$ cat config.mk
export PLATFORM = sky130hd
export DESIGN_NAME = icd_top
export DESIGN_NICKNAME = d
export VERILOG_FILES = /design/src/verilog/icd_pkg.sv /design/src/verilog/icd_top.sv /design/src/verilog/icd_edge_sel.sv /design/src/verilog/icd_sync.sv
export SDC_FILE = /design/constraint.sdc
export NUM_CORES = 1
export LEC_CHECK = 0
export ABC_CLOCK_PERIOD_IN_PS = 7100
export BUFFER_PORTS_ARGS = -buffer_cell sky130_fd_sc_hd__buf_2
export CORE_ASPECT_RATIO = 1.5
export CORE_MARGIN = 2
export CORE_UTILIZATION = 50
export DETAILED_ROUTE_END_ITERATION = 8
export PLACE_DENSITY = 0.76
export SETUP_SLACK_MARGIN = 0.4
export SYNTH_ARGS = -nofsm -noshare
export SYNTH_HDL_FRONTEND = slang
export SYNTH_HIERARCHICAL = 1
export SYNTH_SLANG_ARGS = --single-unit
$ cat constraint.sdc
create_clock -name clk -period 7.1 [get_ports clk]
set_input_delay 0.71 -clock clk [delete_from_list [all_inputs] [get_ports clk]]
set_output_delay 0.71 -clock clk [all_outputs]
set_load 0.1 [all_outputs]
$ cat src/verilog/icd_pkg.sv
/*
 Package for the twelve-channel input counter and decoder: constants,
 mode and edge encodings shared by the design files.
 Assumes a single clock domain; nothing else.
*/
package icd_pkg;
    // ----------------------------------------------------------------
    // Sizes
    // ----------------------------------------------------------------
    localparam int NUM_CH      = 12;
    localparam int CH_SEL_W    = 4;
    localparam int COUNT_W     = 16;
    localparam int BANK_W      = 8;
    localparam int NUM_MATCH   = 2;

    // ----------------------------------------------------------------
    // Reset values and fixed figures
    // ----------------------------------------------------------------
    localparam logic [15:0] COUNT_RESET = 16'h0000;
    localparam logic [15:0] MATCH_MAX   = 16'hFFFF;
    localparam logic [3:0]  INDEX_NONE  = 4'hF;
    localparam logic [3:0]  BANK1_FIRST = 4'h8;

    // ----------------------------------------------------------------
    // Encodings
    // ----------------------------------------------------------------
    typedef enum logic [1:0] {
        count_edge_rising  = 2'h0,
        count_edge_falling = 2'h1,
        count_edge_any     = 2'h2
    } icd_edge_type;

    typedef enum logic [1:0] {
        mode_count_up            = 2'h0,
        mode_count_updown        = 2'h1,
        mode_count_stop_on_match = 2'h2,
        mode_quad_decode         = 2'h3
    } icd_mode_type;

    typedef enum logic [2:0] {
        st_run     = 3'b001,
        st_stopped = 3'b010,
        st_idle    = 3'b100
    } icd_state_type;
endpackage

$ cat src/verilog/icd_top.sv
/*
 Twelve-channel digital input unit: plain inputs, banked reads, edge
 interrupts, up and up/down counting with match stop, quadrature decoding.
 Assumes one clock at 40 MHz and configuration held steady by software.
*/
`timescale 1ns/100ps
`default_nettype none
// Notes on behaviour
// - Twelve input channels 0 to 11, each usable as a plain input.
// - Single channel read gives its present level, 0 low, 1 high.
// - Bank 0 gives channels 0-7; bank 1 gives 8-11 low, upper bits zero.
// - Interrupt channels pulse on rising, falling or both edges as chosen.
// - Quadrature decoder takes I and Q from any channel, updates the count.
// - Optional index channel; index select all ones means no index.
// - Index polarity zero is active low, non-zero active high.
// - Synch signals on the block still clear the decoder count.
// - Count moves by one on each qualifying edge of the chosen inputs.
// - Up-count edge selectable rising, falling or either.
// - Up/down mode uses two pins, one up, one down.
// - Down edge selectable independently of the up edge.
// - Match mode counts up and stops on any match event of the block.
// - Match mode loads the stop count, other match registers go to maximum.
// - Count readable at any time; clear command returns it to reset value.
module icd_top #(
    parameter int NUM_CH  = icd_pkg::NUM_CH,
    parameter int COUNT_W = icd_pkg::COUNT_W
) (
    input  wire logic                  clk,
    input  wire logic                  reset_n,
    input  wire logic                  clk_en,
    input  wire logic [NUM_CH-1:0]     input_ch,
    input  wire logic [3:0]            read_one_sel,
    output logic                       read_one_input,
    input  wire logic                  read_group_sel,
    output logic [7:0]                 read_input_group,
    input  wire logic [NUM_CH-1:0]     config_edge_irq,
    input  wire icd_pkg::icd_edge_type irq_edge_sel [NUM_CH],
    output logic [NUM_CH-1:0]          irq_event,
    input  wire icd_pkg::icd_mode_type count_mode,
    input  wire logic [3:0]            up_ch_sel,
    input  wire icd_pkg::icd_edge_type up_edge_sel,
    input  wire logic [3:0]            down_ch_sel,
    input  wire icd_pkg::icd_edge_type down_edge_sel,
    input  wire logic [COUNT_W-1:0]    match_value,
    input  wire logic                  config_load,
    input  wire logic [3:0]            quad_i_sel,
    input  wire logic [3:0]            quad_q_sel,
    input  wire logic [3:0]            index_sel,
    input  wire logic                  index_polarity,
    input  wire logic                  sync_clear,
    input  wire logic                  clear_count_value,
    output logic [COUNT_W-1:0]         read_count_value,
    output logic [COUNT_W-1:0]         match_stop,
    output logic [COUNT_W-1:0]         match_other,
    output logic                       count_stopped
);
    // ----------------------------------------------------------------
    // Reset release
    // ----------------------------------------------------------------
    logic rst_meta;
    logic rst_n;

    always_ff @(posedge clk or negedge reset_n) begin
        if (!reset_n) begin
            rst_meta <= 1'b0;
            rst_n    <= 1'b0;
        end else begin
            rst_meta <= 1'b1;
            rst_n    <= rst_meta;
        end
    end

    // ----------------------------------------------------------------
    // Input conditioning
    // ----------------------------------------------------------------
    logic [NUM_CH-1:0] level;
    logic [NUM_CH-1:0] rise;
    logic [NUM_CH-1:0] fall;

    icd_sync #(.WIDTH(NUM_CH)) u_sync (
        .clk    (clk),
        .rst_n  (rst_n),
        .clk_en (clk_en),
        .din    (input_ch),
        .level  (level),
        .rise   (rise),
        .fall   (fall)
    );

    // ----------------------------------------------------------------
    // Plain reads and interrupt edges
    // ----------------------------------------------------------------
    logic              next_one;
    logic [7:0]        next_group;
    logic [NUM_CH-1:0] next_irq;
    logic [NUM_CH-1:0] irq_hit;

    genvar g;
    generate
        for (g = 0; g < NUM_CH; g++) begin : g_irq
            icd_edge_sel u_irq_edge (
                .rise      (rise[g]),
                .fall      (fall[g]),
                .sel       (irq_edge_sel[g]),
                .event_out (irq_hit[g])
            );
        end
    endgenerate

    always_comb begin
        next_one   = read_one_input;
        next_group = read_input_group;
        next_irq   = irq_event;
        if (clk_en) begin
            // Out-of-range select reads low rather than wrapping
            next_one = (int'(read_one_sel) < NUM_CH) ? level[read_one_sel] : 1'b0;
            if (!read_group_sel) begin
                next_group = level[7:0];
            end else begin
                next_group = {4'h0, level[11:8]};
            end
            next_irq = irq_hit & config_edge_irq;
        end
    end

    always_ff @(posedge clk or negedge rst_n) begin
        if (!rst_n) begin
            read_one_input   <= 1'b0;
            read_input_group <= 8'h00;
            irq_event        <= '0;
        end else begin
            read_one_input   <= next_one;
            read_input_group <= next_group;
            irq_event        <= next_irq;
        end
    end

    // ----------------------------------------------------------------
    // Count events
    // ----------------------------------------------------------------
    logic up_hit;
    logic down_hit;
    logic [1:0] quad_prev;
    logic [1:0] quad_now;
    logic [1:0] next_quad_prev;
    logic quad_step_up;
    logic quad_step_down;
    logic index_active;

    icd_edge_sel u_up_edge (
        .rise      (rise[up_ch_sel]),
        .fall      (fall[up_ch_sel]),
        .sel       (up_edge_sel),
        .event_out (up_hit)
    );

    icd_edge_sel u_down_edge (
        .rise      (rise[down_ch_sel]),
        .fall      (fall[down_ch_sel]),
        .sel       (down_edge_sel),
        .event_out (down_hit)
    );

    assign quad_now = {level[quad_i_sel], level[quad_q_sel]};

    // Gray step: forward when I leads Q
    always_comb begin
        quad_step_up   = 1'b0;
        quad_step_down = 1'b0;
        case ({quad_prev, quad_now})
            4'b0010, 4'b1011, 4'b1101, 4'b0100: quad_step_up   = 1'b1;
            4'b0001, 4'b0111, 4'b1110, 4'b1000: quad_step_down = 1'b1;
            default: begin
                quad_step_up   = 1'b0;
                quad_step_down = 1'b0;
            end
        endcase
        next_quad_prev = clk_en ? quad_now : quad_prev;
    end

    // Index off when select is all ones or out of range
    assign index_active = (index_sel != icd_pkg::INDEX_NONE) && (int'(index_sel) < NUM_CH)
                        && (level[index_sel] == (index_polarity != 1'b0));

    // ----------------------------------------------------------------
    // Count state
    // ----------------------------------------------------------------
    icd_pkg::icd_state_type state;
    icd_pkg::icd_state_type next_state;
    logic [COUNT_W-1:0]     next_count;
    logic [COUNT_W-1:0]     next_match_stop;
    logic [COUNT_W-1:0]     next_match_other;
    logic                   match_hit;

    // Any match register of the block equal to the count stops it
    assign match_hit = (read_count_value == match_stop) || (read_count_value == match_other);

    always_comb begin
        next_state       = state;
        next_count       = read_count_value;
        next_match_stop  = match_stop;
        next_match_other = match_other;
        if (clk_en) begin
            if (config_load) begin
                next_count = icd_pkg::COUNT_RESET;
                if (count_mode == icd_pkg::mode_count_stop_on_match) begin
                    next_match_stop  = match_value;
                    next_match_other = icd_pkg::MATCH_MAX;
                end
                next_state = icd_pkg::st_run;
            end else if (clear_count_value || sync_clear
                         || (count_mode == icd_pkg::mode_quad_decode && index_active)) begin
                // Clearing also restarts a stopped match count
                next_count = icd_pkg::COUNT_RESET;
                next_state = icd_pkg::st_run;
            end else begin
                case (state)
                    icd_pkg::st_run: begin
                        case (count_mode)
                            icd_pkg::mode_count_up: begin
                                if (up_hit) next_count = read_count_value + 1'b1;
                            end
                            icd_pkg::mode_count_updown: begin
                                // Coincident up and down cancel out
                                if (up_hit && !down_hit) begin
                                    next_count = read_count_value + 1'b1;
                                end else if (down_hit && !up_hit) begin
                                    next_count = read_count_value - 1'b1;
                                end
                            end
                            icd_pkg::mode_count_stop_on_match: begin
                                if (match_hit) begin
                                    next_state = icd_pkg::st_stopped;
                                end else if (up_hit) begin
                                    next_count = read_count_value + 1'b1;
                                end
                            end
                            default: begin
                                if (quad_step_up) begin
                                    next_count = read_count_value + 1'b1;
                                end else if (quad_step_down) begin
                                    next_count = read_count_value - 1'b1;
                                end
                            end
                        endcase
                    end
                    icd_pkg::st_stopped: next_state = icd_pkg::st_stopped;
                    default:             next_state = icd_pkg::st_run;
                endcase
            end
        end
    end

    always_ff @(posedge clk or negedge rst_n) begin
        if (!rst_n) begin
            state            <= icd_pkg::st_idle;
            read_count_value <= icd_pkg::COUNT_RESET;
            match_stop       <= icd_pkg::MATCH_MAX;
            match_other      <= icd_pkg::MATCH_MAX;
            quad_prev        <= 2'b00;
        end else begin
            state            <= next_state;
            read_count_value <= next_count;
            match_stop       <= next_match_stop;
            match_other      <= next_match_other;
            quad_prev        <= next_quad_prev;
        end
    end

    assign count_stopped = (state == icd_pkg::st_stopped);

    // ----------------------------------------------------------------
    // Checks
    // ----------------------------------------------------------------
    property p_clear;
        @(posedge clk) disable iff (!rst_n)
        (clk_en && clear_count_value && !config_load) |=> (read_count_value == 16'h0000);
    endproperty
    a_clear: assert property (p_clear) else $error("count not cleared");

    property p_bank1;
        @(posedge clk) disable iff (!rst_n)
        (clk_en && read_group_sel) |=> (read_input_group[7:4] == 4'h0);
    endproperty
    a_bank1: assert property (p_bank1) else $error("bank 1 upper bits set");

    property p_single;
        @(posedge clk) disable iff (!rst_n)
        (clk_en && read_one_sel == 4'h0) |=> (read_one_input == $past(level[0]));
    endproperty
    a_single: assert property (p_single) else $error("single read wrong");

    property p_irq;
        @(posedge clk) disable iff (!rst_n)
        irq_event[0] |-> $past(config_edge_irq[0] && (rise[0] || fall[0]));
    endproperty
    a_irq: assert property (p_irq) else $error("interrupt without edge");

    property p_up;
        @(posedge clk) disable iff (!rst_n)
        (clk_en && state == icd_pkg::st_run && count_mode == icd_pkg::mode_count_up && up_hit
         && !config_load && !clear_count_value && !sync_clear)
        |=> (read_count_value == $past(read_count_value) + 16'h0001);
    endproperty
    a_up: assert property (p_up) else $error("up count missed");

    property p_stop;
        @(posedge clk) disable iff (!rst_n)
        (count_stopped && !(clk_en && (clear_count_value || sync_clear || config_load)))
        |=> $stable(read_count_value);
    endproperty
    a_stop: assert property (p_stop) else $error("count moved while stopped");

    property p_load;
        @(posedge clk) disable iff (!rst_n)
        (clk_en && config_load && count_mode == icd_pkg::mode_count_stop_on_match)
        |=> (match_other == 16'hFFFF && match_stop == $past(match_value));
    endproperty
    a_load: assert property (p_load) else $error("match registers not loaded");

    property p_sync;
        @(posedge clk) disable iff (!rst_n)
        (clk_en && sync_clear && !config_load) |=> (read_count_value == 16'h0000);
    endproperty
    a_sync: assert property (p_sync) else $error("sync clear ignored");

    c_stop: cover property (@(posedge clk) disable iff (!rst_n) $rose(count_stopped));
    c_down: cover property (@(posedge clk) disable iff (!rst_n)
        count_mode == icd_pkg::mode_count_updown && down_hit);
    c_quad: cover property (@(posedge clk) disable iff (!rst_n) quad_step_up ##1 quad_step_down);
endmodule
`default_nettype wire

$ cat src/verilog/icd_edge_sel.sv
/*
 Edge qualifier: turns a rise and a fall pulse into one event by edge mode.
 Assumes synchronised pulses of one cycle.
*/
`timescale 1ns/100ps
`default_nettype none
module icd_edge_sel (
    input  wire logic               rise,
    input  wire logic               fall,
    input  wire icd_pkg::icd_edge_type sel,
    output logic                    event_out
);
    always_comb begin
        case (sel)
            icd_pkg::count_edge_rising:  event_out = rise;
            icd_pkg::count_edge_falling: event_out = fall;
            default:                     event_out = rise | fall;
        endcase
    end
endmodule
`default_nettype wire

$ cat src/verilog/icd_sync.sv
/*
 Input synchroniser with edge pulses, one bit per channel.
 Assumes inputs asynchronous to clk; reset already synchronised.
*/
`timescale 1ns/100ps
`default_nettype none
module icd_sync #(
    parameter int WIDTH = 12
) (
    input  wire logic             clk,
    input  wire logic             rst_n,
    input  wire logic             clk_en,
    input  wire logic [WIDTH-1:0] din,
    output logic      [WIDTH-1:0] level,
    output logic      [WIDTH-1:0] rise,
    output logic      [WIDTH-1:0] fall
);
    logic [WIDTH-1:0] meta;
    logic [WIDTH-1:0] prev;
    logic [WIDTH-1:0] next_meta;
    logic [WIDTH-1:0] next_level;
    logic [WIDTH-1:0] next_prev;

    always_comb begin
        next_meta  = clk_en ? din : meta;
        next_level = clk_en ? meta : level;
        next_prev  = clk_en ? level : prev;
    end

    always_ff @(posedge clk or negedge rst_n) begin
        if (!rst_n) begin
            meta  <= '0;
            level <= '0;
            prev  <= '0;
        end else begin
            meta  <= next_meta;
            level <= next_level;
            prev  <= next_prev;
        end
    end

    // One pulse per edge, only while enabled
    genvar g;
    generate
        for (g = 0; g < WIDTH; g++) begin : g_edge
            assign rise[g] = clk_en & level[g] & ~prev[g];
            assign fall[g] = clk_en & ~level[g] & prev[g];
        end
    endgenerate
endmodule
`default_nettype wire

Yosys cells after proc, flatten, opt, wreduce, memory -nomap -nowiden
Index checks and enable logic that the tools add are counted.
{ "totals": {"output_inout_bits": 70, "mem_bits_ro": 0, "input_bits": 102, "n_memories": 0, "elab_cells": 225, "ram_bits": 0, "reg_bits": 96, "latch_bits": 0} }
{ "op_classes": {"order_cmp": 8, "mul": 0, "shifts": 0, "div": 0, "n_mux": 49, "n_addsub": 2, "eq_ne": 35, "bitwise": 87, "reduce_logical": 32} }
{ "op_table": {"columns": ["op", "count"], "rows": [
  ["two-way mux 16 bit", 9],
  ["bitwise AND 1 bit", 48],
  ["one-hot mux 16 bit (3 select lines)", 1],
  ["binary-select mux 1 bit (select 4 bit)", 8],
  ["== test 2 x 1 -> 1 bit (second input constant)", 15],
  ["zero test 2 bit", 15],
  ["less-than comparator 4 x 5 -> 1 bit (second input constant)", 6],
  ["one-hot mux 1 bit (2 select lines)", 14],
  ["NOT 1 bit", 24],
  ["adder 16 x 1 -> 16 bit (second input constant)", 1],
  ["== test 16 bit", 1],
  ["== test 16 bit (second input constant)", 1],
  ["== test 4 bit (second input constant)", 4],
  ["subtractor 16 x 1 -> 16 bit (second input constant)", 1],
  ["OR 1 bit", 14],
  ["bitwise AND 12 bit", 1],
  ["two-way mux 3 bit", 4],
  ["inequality test 4 bit (second input constant)", 3],
  ["two-way mux 1 bit", 11],
  ["== test 4 x 3 -> 1 bit (second input constant)", 2],
  ["less-than comparator 4 bit (second input constant)", 2],
  ["two-way mux 8 bit", 1],
  ["OR reduction 4 bit", 2],
  ["nonzero test 7 bit", 1],
  ["other kinds (15)", 24]
]} }

Longest topological paths before layout
{ "logic_depth": {"ltp_word": 15, "mapped_depth": 18, "depth_no_buf": 15} }

Hierarchy
The synthesis kept the hierarchy.
{ "modules_own_cells": {"columns": ["mod", "n_inst", "cells_per_inst", "area_per_inst_um2", "seq_area_each_um2"], "rows": [
  ["icd_top", 1, 441, 4386.7, 1522.7],
  ["icd_sync", 1, 103, 1744.2, 900.9],
  ["icd_edge_sel", 14, 4, 21.3, 0.0]
]} }

Worst setup path after synthesis
Ideal clock, no wire load.
{ "synth_timing": {"kind": "in2reg", "from": "input clk_en", "to": "register read_count_value[12]", "required_ns": 6.972, "setup_ns": 0.128, "arrival_time_ns": 3.439, "path_buffers": 3, "slack_ns": 3.533, "cell_stages": 16, "path_cell_list": "buf_6 -> buf_6 -> and3b_1 -> mux4_2 -> mux2i_1 -> o21ai_0 -> nor3b_1 -> a21oi_1 -> ha_1 -> inv_1 -> o21ai_0 -> a31oi_2 -> buf_4 -> mux2_2 -> a21oi_2 -> o22ai_2"} }
{ "synth_via": {"word_cells_on_any_way": 73, "classes_between": "eq/ne: 1; mux: 17; bitwise: 50; reduce/logical: 5"} }
{ "synth_lines": {"columns": ["item", "line_no", "text"], "rows": [
  ["start: declaration", "icd_top.sv:30", "input wire logic clk_en,"],
  ["bitwise AND 1 bit * (2 in a row)", "icd_sync.sv:47", "assign fall[g] = clk_en & ~level[g] & prev[g];"],
  ["named net fall[11]", "icd_top.sv:78", "logic [NUM_CH-1:0] fall;"],
  ["binary-select mux 1 bit (select 4 bit) *", "icd_top.sv:152", ".fall (fall[up_ch_sel]),"],
  ["two-way mux 1 bit (implied by the code) *", "icd_top.sv:152", null],
  ["OR 1 bit", "icd_edge_sel.sv:17", "default: event_out = rise | fall;"],
  ["one-hot mux 1 bit (2 select lines) *", "icd_edge_sel.sv:14", "case (sel)"],
  ["named net up_hit", "icd_top.sv:141", "logic up_hit;"],
  ["two-way mux 16 bit / logical AND 1 bit (equally long branches)", null, null],
  ["two-way mux 16 bit (on tied branches)", null, null],
  ["one-hot mux 16 bit (3 select lines)", "icd_top.sv:219", "case (count_mode)"],
  ["two-way mux 16 bit", "icd_top.sv:217", "case (state)"],
  ["two-way mux 16 bit", "icd_top.sv:211", "end else if (clear_count_value || sync_clear"],
  ["two-way mux 16 bit", "icd_top.sv:204", "if (config_load) begin"],
  ["end signal: assignment", "icd_top.sv:257", "read_count_value <= icd_pkg::COUNT_RESET;"],
  ["end signal: assignment", "icd_top.sv:263", "read_count_value <= next_count;"],
  ["end: declaration", "icd_top.sv:52", "output logic [COUNT_W-1:0] read_count_value,"]
]} }
Mark *: on every way through the listed nets, which the timed path passes. The rest lies on a longest branch. The select of a mux whose other input is x is not followed.
A chain may end at the register's enable or synchronous reset.

Worst setup path after layout
{ "layout_timing": {"from": "input clk_en", "to": "register read_count_value[13]"} }
{ "layout_via": {"elab_chain_cells": 13, "word_cells_on_any_way": 73, "classes_between": "eq/ne: 1; mux: 17; bitwise: 50; reduce/logical: 5"} }
{ "layout_rtl": {"columns": ["item", "line_no", "text"], "rows": [
  ["bitwise AND 1 bit * (2 in a row)", "icd_sync.sv:46", "assign rise[g] = clk_en & level[g] & ~prev[g];"],
  ["named net rise[9]", "icd_top.sv:77", "logic [NUM_CH-1:0] rise;"],
  ["binary-select mux 1 bit (select 4 bit) *", "icd_top.sv:158", ".rise (rise[down_ch_sel]),"],
  ["two-way mux 1 bit (implied by the code) *", "icd_top.sv:158", null],
  ["OR 1 bit", "icd_edge_sel.sv:17", null],
  ["one-hot mux 1 bit (2 select lines) *", "icd_edge_sel.sv:14", null],
  ["named net down_hit", "icd_top.sv:142", "logic down_hit;"],
  ["zero test 1 bit", "icd_top.sv:225", "if (up_hit && !down_hit) begin"],
  ["logical AND 1 bit", "icd_top.sv:225", null],
  ["two-way mux 16 bit", "icd_top.sv:225", null],
  ["one-hot mux 16 bit (3 select lines)", "icd_top.sv:219", null],
  ["two-way mux 16 bit", "icd_top.sv:217", null],
  ["two-way mux 16 bit", "icd_top.sv:211", null],
  ["two-way mux 16 bit", "icd_top.sv:204", null]
]} }
Marks and branches as above.

==> flow_metrics.py <==
metrics = {
    "clock_network": {
        "hold_buffers": 0,
        "cts_tree": "built",
        "clkTransAtPathRegs_ns": 0.07,
        "cts.sinks": 96,
        "h-tree-depth": 3,
        "post_cts_buffers": 0,
        "cts_root_buf": "clkbuf_16",
        "cts.repair.resized": 0,
        "clkLatencyLatePin_ns": 0.34,
        "cts_buffer_depth": 2,
        "numCtsBuffers": 9,
    },
    "sta": {
        "fin_skew_ns": 0.00500,
        "fmax_mhz": 237,
        "setup_tns_ns": 0,
        "setup_viol": 0,
        "slew_violations": 0,
        "rsz0062_at_grt": "no",
        "finalCriticalPeriod_ns": 4.23,
        "maxSlewHeadroom": 0.405,
        "period_share": 0.595,
        "hold_viol_final": 0,
        "tightest_slew_ns": 0.893,
    },
    "yosys": {
        "yosysWarnings": 6,
        "ys_top_cells_by_area": "dfrtp_1 31%, mux2_4 8.4%, dfstp_2 6.9%",
        "yosysMostFrequentCell": "dfrtp_1",
        "synth_seq_cells": 96,
        "syn_area_sq_um": 6430,
        "synth_common_cells": "79 x dfrtp_1, 49 x inv_1, 43 x o21ai_0",
        "synth_edf_count": 0,
        "synthDistinctLibCells": 64,
        "yosys.area.top_type_share": 0.308,
        "async_flop_share": 1.00,
        "yosys_most_used_dff": "dfrtp_1",
        "avgSynthCellArea_sq_um": 10.7,
        "synthCells": 600,
        "yosysSeqAreaShare": 0.377,
        "synth_top_cell_by_area": "dfrtp_1",
    },
    "placed_design": {
        "dp_hpwl_um": 12500,
        "dp.cells": 883,
        "gp_congestion": 0.904,
        "io_buffers": 155,
    },
    "setup_path": {
        "reg2reg_depth": 14,
        "critPathCaptureType": "flop",
        "worstPathRequired_ns": 7.36,
        "critPathMaxFanout": 69,
        "worstSetupStartpointType": "input port",
        "cp_data_arrival_time_ns": 4.49,
        "crit_type": "in -> reg",
    },
    "floorplan": {
        "ioPinCount": 172,
        "die_h_um": 143,
        "start_util": 0.514,
        "dieArea_sq_um": 13800,
        "rows": 50,
        "die_w_um": 96.6,
        "design.core.area_sq_um": 12500,
    },
    "outcome": {
        "status": "completed",
    },
    "global_routing": {
        "grt_usage": 0.242,
        "grt_overflow": 0,
        "first_global_vias": 5231,
        "antenna_found_initial": 0,
        "grt_first_pass_wirelength_um": 25700,
        "grt_max_degree": 70,
    },
    "drt": {
        "vias": 5145,
        "wl_per_cell_um": 18.3,
        "drt_iter0_drc": 215,
        "drc_errors": 0,
        "vias_per_cell": 5.72,
        "routed_wl_um": 16400,
        "drtPass1Iterations": 5,
        "antenna_left": 0,
    },
    "cells_and_area": {
        "synthToLayoutAreaGrowth_pct": 16.2,
        "diodes": 0,
        "fin_nets": 843,
        "fin_cells": 899,
        "drive_gt1_frac": 0.380,
    },
    "power": {
        "p_per_area_nw_per_um2": 272,
        "irDropWorstVdd_v": 0.000167,
        "p_leak_nw": 3.49,
        "power_mw": 2.03,
    },
    "run": {
        "drv_cap": 0,
    },
    "worst_hold_path": {
        "hp-class": "in -> async",
    },
}
==> sequential cells by signal (all words and copies together) (netlist names) <==
register,cells
read_input_group,8
u_sync/meta,12
state,3
rst_n,1
read_count_value,16
match_stop,16
quad_prev,2
u_sync/prev,12
u_sync/level,12
irq_event,12
rst_meta,1
read_one_input,1
==> worst paths after layout <==
| kind | endpoint | slack [ns] | startpoint |
|---|---|---|---|
| worst max register to register | read_count_value[13] | 3.46 | u_sync/level[3] |
| worst max-delay path | read_count_value[13] | 2.87 | clk_en |
| worst min-delay path | rst_n | 0.14 | reset_n |
| worst min register to register | read_input_group[1] | 0.23 | rst_n |
| max in group asynchronous | irq_event[1] | 5.64 | rst_n |
| min in group clk | rst_n | 0.35 | rst_meta |
==> worst max-delay path, stage by stage <==
cell and delay (ns):
buf_4 0.58, buf_4 0.56, and3b_1 0.27, mux4_2 0.24, mux2i_1 0.06, o21ai_0 0.15
inv_1 0.06, a21oi_1 0.11, inv_1 0.05, ha_1 0.19, inv_1 0.07, o21ai_0 0.12
a31oi_2 0.16, buf_4 0.30, mux2_2 0.38, or3_1 0.34, o21ai_2 0.07
==> power by group <==
part           total, mW  leakage [nW]  switching, mW  internal, mW
logic              0.792          2.18          0.539         0.253
registers          0.727          1.16         0.0924         0.634
clock network      0.514         0.150          0.204         0.310
total               2.03          3.49          0.836          1.20
==> stage by stage <==
step	worst slack, ns	instance area [sq um]	hold slack (ns)	utilization
6_report	2.87	7470	0.141	0.597
3_5_place_dp	2.55	7160	0.242	0.572
5_1_grt	2.55	7470	0.125	0.597
2_1_floorplan	3.53	6490	0.331	-
3_3_place_gp	2.67	7160	0.227	0.572
4_1_cts	2.92	7470	0.128	0.597
==> layout make-up <==
type                       count  area [sq um]
tap                          156           195
fill                        1118          5040
multi-input combinational    424          3550
inverter                      49           184
timing repair buffer         158           801
clock inverter                 5          81.3
sequential                    96          2430
clock buffer                  11           233
==> cell families after synthesis <==
family	after synthesis	synth area share
AOI/OAI and AO/OA	117	0.121
xor gates and xnor gates	23	0.0313
adders and majority gates	3	0.00584
buffers and inverters	96	0.0804
DFF	96	0.377
muxes	105	0.232
other	1	0.000583
and+or+nand+nor	159	0.152
==> per-layer routing <==
metal | vias up | global-route usage | part of all wire
met3 | 46 | 0.0385 | 0.058
met1 | 2484 | 0.284 | 0.38
met5 | - | 0 | 0
met2 | 193 | 0.424 | 0.53
met4 | 0 | 0.116 | 0.035
li1 | 2422 | - | -
==> layout by cell type (no fill, tap or decap), drive strengths merged, types with 4 or more instances in the layout <==
cell	count
nor3	11
o22ai	4
a31oi	5
nand3	23
or3	4
a21oi	31
o21ai	47
mux4	18
dfrtp	79
o31ai	4
mux2	57
nand4	6
xnor2	22
nand3b	12
and3	5
clkbuf	11
dfstp	17
conb	17
inv	50
nand2	23
and2	5
buf	158
and3b	24
nor3b	16
o21bai	4
nor4	6
mux2i	30
nor2	11
Note: power is estimated with default switching activity, not from simulation.
